--- src/sdi_pkg.sv ---
// Package of constants and types for the scooter drive interlock
package sdi_pkg;
  // Timing figures in their own units and derived cycle counts
  localparam int CLK_MHZ = 100;
  localparam int DEBOUNCE_US = 10000;
  localparam int DEBOUNCE_CYC = DEBOUNCE_US * CLK_MHZ;
  localparam int STATUS_MS = 500;
  localparam int STATUS_CYC = (STATUS_MS * 1000 - 1) * CLK_MHZ;
  localparam int BRAKE_WAIT_MS = 2000;
  localparam int BRAKE_WAIT_CYC = BRAKE_WAIT_MS * 1000 * CLK_MHZ;
  localparam int REL_LEAD_MS = 100;
  localparam int REL_LEAD_CYC = REL_LEAD_MS * 1000 * CLK_MHZ;
  localparam int FLASH_MS = 500;
  localparam int FLASH_CYC = FLASH_MS * 1000 * CLK_MHZ;
  localparam int SPD_W = 8;
  localparam int CNT_W = 32;
  localparam int CUR_W = 8;
  localparam int DISP_W = 4;
  localparam logic [SPD_W-1:0] SPD_ZERO = 8'h00;
  localparam logic [CNT_W-1:0] CNT_ZERO = 32'h0000_0000;
  localparam logic [CNT_W-1:0] CNT_ONE = 32'h0000_0001;
  localparam logic [DISP_W-1:0] DISP_ZERO = 4'h0;
  localparam logic [DISP_W-1:0] DISP_ONE = 4'h1;
  localparam logic [DISP_W-1:0] DISP_FULL = 4'hF;
  localparam int DISP_SHIFT = 4;
  localparam logic [1:0] FW_NUM = 2'h3;
  localparam int FW_SHIFT = 2;
  // Drive states
  typedef enum logic [3:0] {
    SDI_PARK = 4'h1,
    SDI_RELEASE = 4'h2,
    SDI_DRIVE = 4'h4,
    SDI_HOLD = 4'h8
  } sdi_state_type;
endpackage : sdi_pkg

--- src/sdi_sw_if.sv ---
// Interface carrying debounced switch levels
`timescale 1ns/10ps
interface sdi_sw_if;
  logic slow;
  logic freewheel;
  logic inhibit_pin_low;
  modport src (output slow, output freewheel, output inhibit_pin_low);
  modport dst (input slow, input freewheel, input inhibit_pin_low);
endinterface : sdi_sw_if

--- src/scooter_drive_interlock.sv ---
// Top level of the scooter drive interlock
`timescale 1ns/10ps
module scooter_drive_interlock
  import sdi_pkg::*;
#(
  parameter int HOLD_CYC = DEBOUNCE_CYC,
  parameter int WAIT_CYC = BRAKE_WAIT_CYC,
  parameter int LEAD_CYC = REL_LEAD_CYC,
  parameter int FLASH_HALF_CYC = FLASH_CYC,
  parameter int READY_CYC = STATUS_CYC
)
(
  // Clock and reset; reset stands for power-up
  input wire logic ref_clk_i,
  input wire logic rst_i,
  // Tiller switches, low when grounded
  input wire logic slow_n_i,
  input wire logic freewheel_n_i,
  // Charger connector
  input wire logic inhibit_pin_i,
  input wire logic charger_present_i,
  input wire logic [sdi_pkg::CUR_W-1:0] charge_current_i,
  // Configuration
  input wire logic inhibit_mode_i,
  input wire logic inhibit_latched_i,
  input wire logic [sdi_pkg::SPD_W-1:0] max_speed_i,
  input wire logic [sdi_pkg::SPD_W-1:0] slow_speed_i,
  input wire logic [sdi_pkg::SPD_W-1:0] norm_accel_i,
  input wire logic [sdi_pkg::SPD_W-1:0] slow_accel_i,
  input wire logic [sdi_pkg::SPD_W-1:0] norm_decel_i,
  input wire logic [sdi_pkg::SPD_W-1:0] slow_decel_i,
  // Drive demand and faults
  input wire logic demand_i,
  input wire logic trip_i,
  input wire logic low_batt_i,
  // Drive limits
  output logic [sdi_pkg::SPD_W-1:0] speed_limit_o,
  output logic [sdi_pkg::SPD_W-1:0] accel_limit_o,
  output logic [sdi_pkg::SPD_W-1:0] decel_limit_o,
  output logic drive_en_o,
  output logic stop_o,
  // Brake and status
  output logic brake_release_o,
  output logic freewheel_o,
  output logic inhibited_o,
  output logic status_led_o,
  output logic [sdi_pkg::DISP_W-1:0] charge_disp_o
);
  sdi_sw_if sw ();
  sdi_state_type state_ff;
  sdi_state_type nxt_state;
  logic [CNT_W-1:0] tmr_ff;
  logic [CNT_W-1:0] nxt_tmr;
  logic [CNT_W-1:0] flash_ff;
  logic [CNT_W-1:0] ready_ff;
  logic flash_ph_ff;
  logic trip_ff;
  logic trip_s1_ff;
  logic trip_s2_ff;
  logic latch_ff;
  logic [DISP_W-1:0] step_ff;
  logic [SPD_W-1:0] speed_ff;
  logic [SPD_W-1:0] accel_ff;
  logic [SPD_W-1:0] decel_ff;
  logic drive_ff;
  logic release_ff;
  logic stop_ff;
  logic fw_ff;
  logic inh_ff;
  logic led_ff;
  logic [DISP_W-1:0] disp_ff;

  function automatic logic [SPD_W-1:0] sdi_fw_scale(input logic [SPD_W-1:0] v);
    logic [SPD_W+1:0] p;
    p = {2'b00, v} * {{SPD_W{1'b0}}, FW_NUM};
    return SPD_W'(p >> FW_SHIFT);
  endfunction : sdi_fw_scale

  sdi_front #(.HOLD_CYC(HOLD_CYC)) u_front (
    .ref_clk_i(ref_clk_i),
    .rst_i(rst_i),
    .slow_n_i(slow_n_i),
    .freewheel_n_i(freewheel_n_i),
    .inhibit_pin_i(inhibit_pin_i),
    .sw(sw.src)
  );

  // Inhibit and drive act on switch levels only after the power-up delay, which must outlast the
  // debounce; a debouncer's reset level could otherwise pass for an inhibit and latch it
  wire logic status_ok = ready_ff == CNT_ZERO;
  // Inhibit level per mode: mode one means a grounded pin is active
  wire logic pin_inh = inhibit_mode_i ? sw.inhibit_pin_low : ~sw.inhibit_pin_low;
  wire logic inh_raw = status_ok & pin_inh;
  wire logic inh_now = inh_raw | latch_ff;
  wire logic fw_ok = sw.freewheel & ~trip_ff & ~inh_now;
  wire logic can_drive = status_ok & demand_i & ~inh_now & ~trip_ff & ~sw.freewheel;
  wire logic tmr_done = tmr_ff == CNT_ZERO;
  wire logic [SPD_W-1:0] base_speed = sw.slow ? slow_speed_i : max_speed_i;
  wire logic [SPD_W-1:0] base_accel = sw.slow ? slow_accel_i : norm_accel_i;
  wire logic [SPD_W-1:0] norm_dec = sw.slow ? slow_decel_i : norm_decel_i;
  wire logic [SPD_W-1:0] fw_speed = sdi_fw_scale(max_speed_i);
  wire logic [DISP_W-1:0] meas_level = DISP_W'(charge_current_i >> DISP_SHIFT);

  always_comb
  begin
    nxt_state = state_ff;
    nxt_tmr = tmr_done ? CNT_ZERO : tmr_ff - CNT_ONE;
    unique case (state_ff)
      SDI_PARK:
        if (can_drive)
        begin
          nxt_state = SDI_RELEASE;
          nxt_tmr = CNT_W'(LEAD_CYC);
        end
      SDI_RELEASE:
        if (!can_drive)
        begin
          nxt_state = SDI_PARK;
        end
        else if (tmr_done)
        begin
          nxt_state = SDI_DRIVE;
        end
      SDI_DRIVE:
        if (!can_drive)
        begin
          nxt_state = SDI_HOLD;
          nxt_tmr = CNT_W'(WAIT_CYC);
        end
      SDI_HOLD:
        if (can_drive)
        begin
          nxt_state = SDI_DRIVE;
        end
        else if (tmr_done)
        begin
          nxt_state = SDI_PARK;
        end
      default:
        nxt_state = SDI_PARK;
    endcase
  end

  always_ff @(posedge ref_clk_i or posedge rst_i)
  begin
    if (rst_i)
    begin
      state_ff <= SDI_PARK;
      tmr_ff <= CNT_ZERO;
    end
    else
    begin
      state_ff <= nxt_state;
      tmr_ff <= nxt_tmr;
    end
  end

  // Trip is sticky until power-up; pin is synchronised first
  always_ff @(posedge ref_clk_i or posedge rst_i)
  begin
    if (rst_i)
    begin
      trip_s1_ff <= 1'b0;
      trip_s2_ff <= 1'b0;
      trip_ff <= 1'b0;
      latch_ff <= 1'b0;
    end
    else
    begin
      trip_s1_ff <= trip_i;
      trip_s2_ff <= trip_s1_ff;
      trip_ff <= trip_ff | trip_s2_ff;
      latch_ff <= latch_ff | (inh_raw & inhibit_latched_i);
    end
  end

  // Status indicator timing and charge display stepping
  always_ff @(posedge ref_clk_i or posedge rst_i)
  begin
    if (rst_i)
    begin
      ready_ff <= CNT_W'(READY_CYC);
      flash_ff <= CNT_ZERO;
      flash_ph_ff <= 1'b0;
      step_ff <= DISP_ZERO;
    end
    else
    begin
      ready_ff <= status_ok ? CNT_ZERO : ready_ff - CNT_ONE;
      if (flash_ff == CNT_ZERO)
      begin
        flash_ff <= CNT_W'(FLASH_HALF_CYC);
        flash_ph_ff <= ~flash_ph_ff;
        step_ff <= (step_ff == DISP_FULL) ? DISP_ZERO : step_ff + DISP_ONE;
      end
      else
      begin
        flash_ff <= flash_ff - CNT_ONE;
      end
    end
  end

  // Registered outputs
  always_ff @(posedge ref_clk_i or posedge rst_i)
  begin
    if (rst_i)
    begin
      speed_ff <= SPD_ZERO;
      accel_ff <= SPD_ZERO;
      decel_ff <= SPD_ZERO;
      drive_ff <= 1'b0;
      release_ff <= 1'b0;
      stop_ff <= 1'b1;
      fw_ff <= 1'b0;
      inh_ff <= 1'b0;
      led_ff <= 1'b0;
      disp_ff <= DISP_ZERO;
    end
    else
    begin
      speed_ff <= fw_ok ? fw_speed : base_speed;
      accel_ff <= base_accel;
      decel_ff <= norm_dec;
      drive_ff <= nxt_state == SDI_DRIVE;
      release_ff <= fw_ok | (nxt_state != SDI_PARK);
      stop_ff <= inh_now | ~can_drive;
      fw_ff <= fw_ok;
      inh_ff <= inh_now;
      led_ff <= status_ok & (low_batt_i ? flash_ph_ff : 1'b1);
      if (inh_raw && inhibit_latched_i)
        disp_ff <= step_ff;
      else if (charger_present_i)
        disp_ff <= meas_level;
      else
        disp_ff <= DISP_ZERO;
    end
  end

  assign speed_limit_o = speed_ff;
  assign accel_limit_o = accel_ff;
  assign decel_limit_o = decel_ff;
  assign drive_en_o = drive_ff;
  assign brake_release_o = release_ff;
  assign stop_o = stop_ff;
  assign freewheel_o = fw_ff;
  assign inhibited_o = inh_ff;
  assign status_led_o = led_ff;
  assign charge_disp_o = disp_ff;
endmodule : scooter_drive_interlock

--- src/sdi_debounce.sv ---
// Synchroniser and debouncer for one active-low switch
`timescale 1ns/10ps
module sdi_debounce
  import sdi_pkg::*;
#(
  parameter int HOLD_CYC = 1000000
)
(
  // Clock and reset
  input wire logic ref_clk_i,
  input wire logic rst_i,
  // Switch pin and clean level
  input wire logic pin_n_i,
  output logic active_o
);
  logic sync1_ff;
  logic sync2_ff;
  logic [CNT_W-1:0] cnt_ff;
  logic active_ff;
  wire logic raw_active = ~sync2_ff;
  wire logic differs = raw_active != active_ff;
  wire logic settled = cnt_ff >= CNT_W'(HOLD_CYC);
  always_ff @(posedge ref_clk_i or posedge rst_i)
  begin
    if (rst_i)
    begin
      sync1_ff <= 1'b1;
      sync2_ff <= 1'b1;
      cnt_ff <= CNT_ZERO;
      active_ff <= 1'b0;
    end
    else
    begin
      sync1_ff <= pin_n_i;
      sync2_ff <= sync1_ff;
      cnt_ff <= differs ? cnt_ff + CNT_ONE : CNT_ZERO;
      if (differs && settled)
        active_ff <= raw_active;
    end
  end
  assign active_o = active_ff;
endmodule : sdi_debounce

--- src/sdi_front.sv ---
// Debounce front end for the tiller and charger switches
`timescale 1ns/10ps
module sdi_front
  import sdi_pkg::*;
#(
  parameter int HOLD_CYC = 1000000
)
(
  // Clock and reset
  input wire logic ref_clk_i,
  input wire logic rst_i,
  // Raw pins, low when grounded
  input wire logic slow_n_i,
  input wire logic freewheel_n_i,
  input wire logic inhibit_pin_i,
  // Clean levels
  sdi_sw_if.src sw
);
  logic inh_low;
  sdi_debounce #(.HOLD_CYC(HOLD_CYC)) u_slow (
    .ref_clk_i(ref_clk_i), .rst_i(rst_i), .pin_n_i(slow_n_i), .active_o(sw.slow));
  sdi_debounce #(.HOLD_CYC(HOLD_CYC)) u_fw (
    .ref_clk_i(ref_clk_i), .rst_i(rst_i), .pin_n_i(freewheel_n_i), .active_o(sw.freewheel));
  sdi_debounce #(.HOLD_CYC(HOLD_CYC)) u_inh (
    .ref_clk_i(ref_clk_i), .rst_i(rst_i), .pin_n_i(inhibit_pin_i), .active_o(inh_low));
  assign sw.inhibit_pin_low = inh_low;
endmodule : sdi_front

--- config.mk ---
export PLATFORM = sky130hd
export DESIGN_NAME = scooter_drive_interlock
export DESIGN_NICKNAME = d
export VERILOG_FILES = /design/src/sdi_pkg.sv /design/src/sdi_sw_if.sv /design/src/scooter_drive_interlock.sv /design/src/sdi_debounce.sv /design/src/sdi_front.sv
export SDC_FILE = /design/constraint.sdc
export NUM_CORES = 1
export LEC_CHECK = 0
export ABC_AREA = 0
export BUFFER_PORTS_ARGS = -buffer_cell sky130_fd_sc_hd__buf_2
export CAP_MARGIN = 15
export CELL_PAD_IN_SITES_DETAIL_PLACEMENT = 2
export CELL_PAD_IN_SITES_GLOBAL_PLACEMENT = 2
export CORE_ASPECT_RATIO = 0.75
export CORE_MARGIN = 2
export CORE_UTILIZATION = 36
export CTS_BUF_LIST = sky130_fd_sc_hd__clkbuf_8
export DETAILED_ROUTE_END_ITERATION = 12
export GPL_ROUTABILITY_DRIVEN = 0
export PLACE_DENSITY = 0.8
export SLEW_MARGIN = 5
export SYNTH_ARGS = -nofsm -noshare
export SYNTH_HDL_FRONTEND = slang
export SYNTH_SLANG_ARGS = --single-unit
--- constraint.sdc ---
create_clock -name ref_clk_i -period 6.4 [get_ports ref_clk_i]
set_clock_uncertainty 0.15 [all_clocks]
set_input_delay 0 -clock ref_clk_i [delete_from_list [all_inputs] [get_ports ref_clk_i]]
set_output_delay 0 -clock ref_clk_i [all_outputs]
set_load 0.005 [all_outputs]
==> summary.md, run 1 <==
## Synthesis
• sky130_fd_sc_hd__dfrtp_1 (226), sky130_fd_sc_hd__nor2_1 (188), sky130_fd_sc_hd__nand2_1 (83), sky130_fd_sc_hd__xor2_1 (80), sky130_fd_sc_hd__xnor2_1 (76) — cell types with the highest counts after synthesis
• 0 — yosys synthesis warning count
• sky130_fd_sc_hd__dfrtp_1 — Primary FF master, synth
• sky130_fd_sc_hd__dfrtp_1 — top-count cell post-synth
• 52.97% — sequential share of the synthesized area
• sky130_fd_sc_hd__dfrtp_1 (48%), sky130_fd_sc_hd__nor2_1 (6.0%), sky130_fd_sc_hd__xor2_1 (6.0%) — main area contributors after synthesis
• 56 — Synth cell types
• 100.0% — post-synthesis async set-or-reset flop share
• 0 — number of enable-type register cells in the synthesized netlist
• 1,166 — synthesized netlist cell count
• 10.09 sq um — mean cell area of the mapped netlist
• 48.05% — area share of the largest cell type after synthesis
• sky130_fd_sc_hd__dfrtp_1 — cell type with the highest aggregate area in the netlist
• 248 — count of state elements after synthesis
• 1,253 — Synth Net Count
• 0.01177 sq mm — synthesized cell area

## Floorplanning
• 36.43% — effective utilization at floorplan
• 160.6 um — Die Ht
• 0.03417 sq mm — Total Die Area
• 0.03231 sq mm — core area
• 101 — top-level I/O count
• 57 — row count
• 212.8 um — Die X-Extent

## Layout
• 1,449 — final layout net count
• 0.01446 sq mm — design area
• 3,379 — Layout fillers
• 1,839 — non-filler instance count after layout
• 22.84% — area growth from synthesis to layout
• 44.75% — final core utilization
• 16.56% — share of post-route cells with drive strength above 1

## Pwr
• 3.468 mW — overall power of the completed layout
• 47.9% — sequential power share
• 0.09901 mV — peak supply drop
• 2.521 mW — design internal power
• 239.9 mW/mm^2 — power per unit of standard cell area
• 27.33% — proportion of total power due to net switching
• 6.497 nW — standby leakage power
• 45.3% — Clock Power Share
• 0.9479 mW — switching power summed over all nets
• 6.8% — logic gate share of total power

## Routing
• 5.345 — Vias per Instance
• 22.45 um — routed wirelength normalized by instance count
• 552 — starting DRC count in detailed routing
• 0 — count of nets left with antenna violations after detail routing
• 5 — count of TritonRoute iterations in the first routing pass
• 9,830 — number of vias after detailed routing
• 0 — DRC
• 41,280 um — Final Routed Wirelength

## STA
• 2.281 ns — Worst Setup Slack, final
• 0 — final count of hold timing violations
• 0.03845 ns — final worst hold slack
• 30.77% — worst rel slew slack
• 4.119 ns — Tmin final
• 0 ns — Setup TNS Final
• 0.2428 GHz — maximum operating frequency
• no — setup repair after global routing missed its margin
• 64.37% — portion of the clock cycle consumed by the worst path in the final layout
• 0 — final number of setup-violating endpoints
• 0 — Max Transition Viols Final
• 1.031 ns — pin slew with the least headroom to its limit

## Worst setup path
• 0.81 ns — max incr delay on CP
• 18 — largest fanout on the critical path
• flip-flop — startpoint type of the worst setup path
• 2.28 ns — setup slack of the worst register-to-register path
• 4.47 ns — CP Data Arrival Time
• or3_1 -> nor4bb_1 -> nand3_1 -> o211ai_2 -> nor2_1 -> a21oi_1 -> dlygate4sd3_1 — Cell Chain, Critical Path
• flip-flop — critical path capture point type
• sky130_fd_sc_hd__nor4bb_1 — CP max-delay cell
• reg -> reg — Crit Path Class
• 6.75 ns — required time at the endpoint of the critical path

## GRT
• 163 — maximum number of pins on one net before global-route repair
• 11,390 — vias in the first global route
• 0 — total global routing overflow
• 66,450 um — global-route wire length before repair
• 25.03% — all-layer global routing usage
• 2 — initial antenna violation count

## Clock network
• 43 — number of buffers inserted during clock tree synthesis
• done — CTS tree
• 248 — clk sinks
• 2 — number of H-tree levels
• 0.60 ns — Clk Latency, worst-skew pair
• sky130_fd_sc_hd__clkbuf_8 — clock tree root driver cell
• 0.08 ns — clock-pin slew of the registers on the worst-case setup and hold paths
• 0 — total setup buffers inserted after CTS
• 3 — Bufs on Longest Clock Path

## Place
• 0.01276 sq mm — post-detailed-placement cell area
• 2.946 ns — Setup Slack @ Placement
• 1,678 — cell count after placement
• 96 — number of buffers added on ports
• 21,270 um — detailed placement HPWL

## Run status
• complete, no violations — run status

## Min path
• in -> reg — worst hold-check path type

## Job
• 0 — Maximum Capacitance Violations

-- layout by cell type, fill, tap and decap left out, types with 48 or more instances in the layout --
cell	count
sky130_fd_sc_hd__inv_1	48
sky130_fd_sc_hd__xor2_1	77
sky130_fd_sc_hd__a21oi_1	48
sky130_fd_sc_hd__xnor2_1	76
sky130_fd_sc_hd__dlygate4sd3_1	81
sky130_fd_sc_hd__nor2_1	188
sky130_fd_sc_hd__nand2_1	83
sky130_fd_sc_hd__dfrtp_1	226
sky130_fd_sc_hd__clkbuf_8	58
sky130_fd_sc_hd__buf_2	96
-- registers in the layout (all words and copies together), names as in the netlist, 8 cells and up --
signal / flops
tmr_ff: 32
flash_ff: 32
decel_limit_o: 8
ready_ff: 32
u_front.u_slow.cnt_ff: 32
u_front.u_inh.cnt_ff: 32
accel_limit_o: 8
u_front.u_fw.cnt_ff: 32
speed_limit_o: 8
-- critical path: cells and delay by family (launching register included) --
| family | cells | cell delay [ns] |
|---|---|---|
| simple gates | 4 | 1.72 |
| compound gates | 2 | 1.05 |
| buf+inv | 1 | 0.61 |
| flops | 1 | 0.47 |
-- logic make-up after synthesis --
group / Yosys count / share of synthesized area, %
fa+ha+maj: 20 / 2.190
flops: 248 / 52.97
mux: 31 / 2.871
buf+inv: 63 / 2.211
xor+xnor: 156 / 11.61
simple gates: 528 / 22.24
compound gates: 120 / 5.911
-- area by class of cell --
type,instances,area (sq um),share of cell area [%]
antenna,2,5.005,0.03462
clock buffer,58,798.3,5.522
clock inverter,20,81.33,0.5626
inverter,32,123.9,0.8568
multi-input combinational,855,5320,36.80
sequential,248,6233,43.12
tap,442,553.0,3.826
timing repair buffer,182,1341,9.278
-- power groups by stage --
| stage | registers, mW | logic [mW] | clock network (mW) |
|---|---|---|---|
| 6_report | 1.66 | 0.235 | 1.57 |
| 5_1_grt | 1.66 | 0.255 | 1.67 |
| 3_3_place_gp | 1.68 | 0.160 | 0 |
| 4_1_cts | 1.65 | 0.211 | 1.54 |
| 3_5_place_dp | 1.68 | 0.171 | 0 |
| 2_1_floorplan | 1.67 | 0.102 | 0 |
-- worst paths after layout --
kind,cells past startpoint,start,endpoint
hold reg to reg,0,u_front.u_slow.sync1_ff,u_front.u_slow.sync2_ff
hold / removal,3,slow_decel_i[1],decel_limit_o[1]
min in group asynchronous,3,rst_i,inhibited_o
setup reg to reg,7,ready_ff[24],speed_limit_o[4]
setup / recovery,7,ready_ff[24],speed_limit_o[4]
max in group asynchronous,4,rst_i,flash_ff[17]
-- routing by layer --
layer  wire length [um]  global-route usage [%]  vias to the layer above
li1                   -                       -                     4403
met1              17340                   30.79                     5122
met2              20790                   43.42                      180
met3               1122                   3.598                      125
met4               2031                   11.63                        0
met5                  0                       0                        -
-- repair_timing --
| action | CTS | global route |
|---|---|---|
| resized for setup | 0 | 0 |
| endpoints found under the hold margin | 81 | 0 |
| hold buffers | 81 | 0 |
| setup endpoints to repair | 0 | 0 |
Note: power is estimated with default switching activity, not from simulation.
==> inputs of run 2 (changes only) <==
- ABC_AREA: 0 -> 1
- CORE_UTILIZATION: 36 -> 37
- PLACE_DENSITY: 0.8 -> 0.84
- clock period: 6.4 -> 4 ns (I/O delays scaled with it)
==> run 2 against run 1 <==
  * Sequential cell count unchanged
  * Worst hold slack improved by 0.026 ns
  * Die area increased by 11%
  * Synthesized cell count increased by 49%
  * Wire length increased by 52%
  * Register-to-register slack got worse by 2.0 ns
  * Critical path depth increased by 4
  * First-iteration DRC count increased by 74%
  * Final cell count increased by 35%
  * Highest routed layer is now met5
  * Fmax increased by 12%
  * Largest power group is now clock
  * Sequential power increased by 54%
  * Critical path type unchanged
  * Area after synthesis increased by 14%
==> summary.md, run 2 <==
## Synthesis
• sky130_fd_sc_hd__dfrtp_1 — Primary FF master, synth
• sky130_fd_sc_hd__nand2_1 — top-count cell post-synth
• 1,823 — Synth Net Count, +45%
• 248 — count of state elements after synthesis, unchanged
• 0 — number of enable-type register cells in the synthesized netlist, unchanged
• 7.733 sq um — mean cell area of the mapped netlist, -23%
• 100.0% — post-synthesis async set-or-reset flop share, unchanged
• sky130_fd_sc_hd__dfrtp_1 (42%), sky130_fd_sc_hd__nand2_1 (10%), sky130_fd_sc_hd__nor2_1 (9.2%) — main area contributors after synthesis
• sky130_fd_sc_hd__dfrtp_1 — cell type with the highest aggregate area in the netlist
• 0.01342 sq mm — synthesized cell area, +14%
• 0 — yosys synthesis warning count, unchanged
• 1,736 — synthesized netlist cell count, +49%
• 42.13% — area share of the largest cell type after synthesis, -5.9 points
• 46.43% — sequential share of the synthesized area, -6.5 points
• 49 — Synth cell types, -13%
• sky130_fd_sc_hd__nand2_1 (370), sky130_fd_sc_hd__nor2_1 (329), sky130_fd_sc_hd__dfrtp_1 (226), sky130_fd_sc_hd__inv_1 (191), sky130_fd_sc_hd__nand3_1 (103) — cell types with the highest counts after synthesis

## Worst setup path
• flip-flop — critical path capture point type
• flip-flop — startpoint type of the worst setup path
• ready_ff[0] — Reg2Reg Launch Point
• ready_ff[0] — launch point of the worst path
• 19 — largest fanout on the critical path, +1
• reg -> reg — Crit Path Class
• 4.35 ns — required time at the endpoint of the critical path, -2.40 ns
• 4.03 ns — CP Data Arrival Time, -0.44 ns

## Layout
• 23.30% — area growth from synthesis to layout
• sky130_fd_sc_hd__nand2_1 (370), sky130_fd_sc_hd__nor2_1 (329), sky130_fd_sc_hd__dfrtp_1 (226), sky130_fd_sc_hd__inv_1 (199), sky130_fd_sc_hd__dlygate4sd3_1 (112) — most used cells in the layout excluding fill and tap cells
• sky130_fd_sc_hd__nand2_1 — commonest non-fill, non-tap cell in the layout
• 0.01655 sq mm — design area, +14%
• 4,068 — Layout fillers, +20%
• 12.65% — share of post-route cells with drive strength above 1, -3.9 points
• 2,066 — final layout net count, +43%

## Routing
• 13,960 — number of vias after detailed routing, +42%
• 25.21 um — routed wirelength normalized by instance count, +12%
• 25,370 um — post-route met1 wirelength, +46%
• 960 — starting DRC count in detailed routing, +74%
• met5 — highest metal layer with signal wires
• 3425 um — Met3 Routed Length, +210%
• 5.620 — Vias per Instance, +5.1%
• 5 — count of TritonRoute iterations in the first routing pass, unchanged
• 0 — DRC, unchanged
• 0 — count of nets left with antenna violations after detail routing, unchanged
• 31,060 um — met2 WL, +49%
• 62,630 um — Final Routed Wirelength, +52%

## Floorplanning
• 0.03581 sq mm — core area, +11%
• 101 — top-level I/O count, unchanged
• 37.49% — effective utilization at floorplan, +1.1 points
• 0.03784 sq mm — Total Die Area, +11%
• 169.0 um — Die Ht, +5.2%
• 60 — row count, +5.3%
• 223.9 um — Die X-Extent, +5.2%

## Place
• 96 — number of buffers added on ports, unchanged
• 0.01446 sq mm — post-detailed-placement cell area, +13%
• 31,330 um — detailed placement HPWL, +47%

## Min path
• slow_accel_i[6] — launch instance of the worst min-delay path
• in -> reg — worst hold-check path type

## Job
• 0 — Maximum Capacitance Violations, unchanged

## STA
• 0 — final number of setup-violating endpoints, unchanged
• 3.680 ns — Tmin final, -0.4395 ns
• 0 — final count of hold timing violations, unchanged
• 1.073 ns — pin slew with the least headroom to its limit, +0.04260 ns
• 92.00% — portion of the clock cycle consumed by the worst path in the final layout, +28 points
• 0 — Max Transition Viols Final, unchanged
• 0 ns — Setup TNS Final, unchanged
• no — setup repair after global routing missed its margin
• 0.2717 GHz — maximum operating frequency, +12%
• 28.45% — worst rel slew slack, -2.3 points

## Clock network
• sky130_fd_sc_hd__clkbuf_8 — clock tree root driver cell
• done — CTS tree
• 0 — number of instances resized during post-cts repair, unchanged
• 3 — Bufs on Longest Clock Path, unchanged
• 45 — number of buffers inserted during clock tree synthesis, +4.7%
• 2 — number of H-tree levels, unchanged
• 248 — clk sinks, unchanged
• 112 — CTS Hold Buffers Added, +38%
• 0.09 ns — clock-pin slew of the registers on the worst-case setup and hold paths, about the same
• 0.61 ns — Clk Latency, worst-skew pair, about the same
• 0 — total setup buffers inserted after CTS, unchanged

## Pwr
• 45.1% — sequential power share, -2.8 points
• 342.9 mW/mm^2 — power per unit of standard cell area, +43%
• 49.0% — Clock Power Share, +3.7 points
• 7.899 nW — standby leakage power, +22%
• 4.085 mW — design internal power, +62%
• 1.591 mW — switching power summed over all nets, +68%
• 0.2784 mV — peak supply drop, +180%
• 28.02% — proportion of total power due to net switching, +0.69 points
• 5.9% — logic gate share of total power, -0.9 points

## GRT
• 97,620 um — global-route wire length before repair, +47%
• 4 — initial antenna violation count, +2
• 33.55% — all-layer global routing usage, +8.5 points
• 173 — maximum number of pins on one net before global-route repair, +6.1%
• 16,130 — vias in the first global route, +42%
• 0 — total global routing overflow, unchanged

## Run status
• complete, no violations — run status

-- run 2: cell types whose count changed in the layout (fill, tap and decap cells not counted), sizes merged, moves of 19 or more --
cell | before | now
a21oi | 48 | 68
dlygate4sd3 | 81 | 112
inv | 48 | 201
mux2 | 22 | 0
nand2 | 83 | 378
nand3 | 47 | 105
nand4 | 21 | 40
nor2 | 189 | 354
nor3 | 37 | 68
o21ai | 47 | 78
or3 | 34 | 0
xnor2 | 76 | 24
-- run 2: cells by family after synthesis --
| kind of cell | count (synthesis) | share of synthesized area, % |
|---|---|---|
| AO/OA/AOI/OAI | 166 | 6.618 |
| XOR/XNOR | 98 | 6.394 |
| adder cells (fa/ha/maj) | 20 | 1.920 |
| buffers and inverters | 212 | 6.198 |
| flip-flops | 248 | 46.43 |
| multiplexers | 1 | 0.07457 |
| AND/OR/NAND/NOR | 991 | 32.36 |
-- run 2: routing by layer --
metal,global-route usage (%),vias to the layer above
li1,-,6082
met1,40.23,7184
met2,58.67,504
met3,6.284,189
met4,15.28,2
met5,0,-
-- run 2: path summary, 6_finish.rpt --
path | slack [ns] | endpoint | cells after the start
min in group asynchronous | 0.30 | accel_limit_o[5] | 4
setup reg to reg | 0.32 | charge_disp_o[0] | 11
max in group asynchronous | 2.09 | u_front.u_fw.cnt_ff[16] | 5
setup / recovery | 0.32 | charge_disp_o[0] | 11
hold reg to reg | 0.21 | u_front.u_slow.sync2_ff | 0
hold / removal | 0.06 | accel_limit_o[6] | 4
-- run 2: cell type report --
class / count / area, sq um / share of cell area (%)
clock buffer: 63 / 867.1 / 5.239
clock inverter: 21 / 96.34 / 0.5821
antenna: 3 / 7.507 / 0.04535
sequential: 248 / 6233 / 37.66
multi-input combinational: 1276 / 6359 / 38.42
inverter: 193 / 728.2 / 4.399
tap: 465 / 581.8 / 3.515
timing repair buffer: 215 / 1679 / 10.14
-- run 2: stage by stage --
step           cells  util (%)  hold slack (ns)  setup slack, ns  power, mW
3_3_place_gp    2285     40.38          -0.2415            1.513      2.804
2_1_floorplan   1736         -          -0.1455           0.6082      2.712
6_report        2484     46.22          0.06423           0.3200      5.676
4_1_cts         2481     46.20         0.001970           0.4676      5.522
5_1_grt         2484     46.22          0.08324           0.1944      5.810
3_5_place_dp    2285     40.38          -0.2329            1.382      2.817
-- run 2: power groups by stage --
| stage | sequential, mW | clock, mW | combinational, mW |
|---|---|---|---|
| 3_5_place_dp | 2.60 | 0 | 0.219 |
| 5_1_grt | 2.56 | 2.88 | 0.366 |
| 2_1_floorplan | 2.60 | 0 | 0.115 |
| 6_report | 2.56 | 2.78 | 0.336 |
| 3_3_place_gp | 2.60 | 0 | 0.208 |
| 4_1_cts | 2.55 | 2.66 | 0.305 |
-- run 2: critical path, cell delays in order (launching register included) --
cell and delay, ns:
sky130_fd_sc_hd__dfrtp_1 0.42, sky130_fd_sc_hd__inv_1 0.14, sky130_fd_sc_hd__ha_1 0.23, sky130_fd_sc_hd__nand2_1 0.07, sky130_fd_sc_hd__nor2_1 0.15, sky130_fd_sc_hd__nand2_1 0.16
sky130_fd_sc_hd__nor2_8 0.36, sky130_fd_sc_hd__nand3_1 0.38, sky130_fd_sc_hd__nand3_1 0.21, sky130_fd_sc_hd__dlygate4sd3_1 0.58, sky130_fd_sc_hd__o21ai_0 0.10, sky130_fd_sc_hd__dlygate4sd3_1 0.61
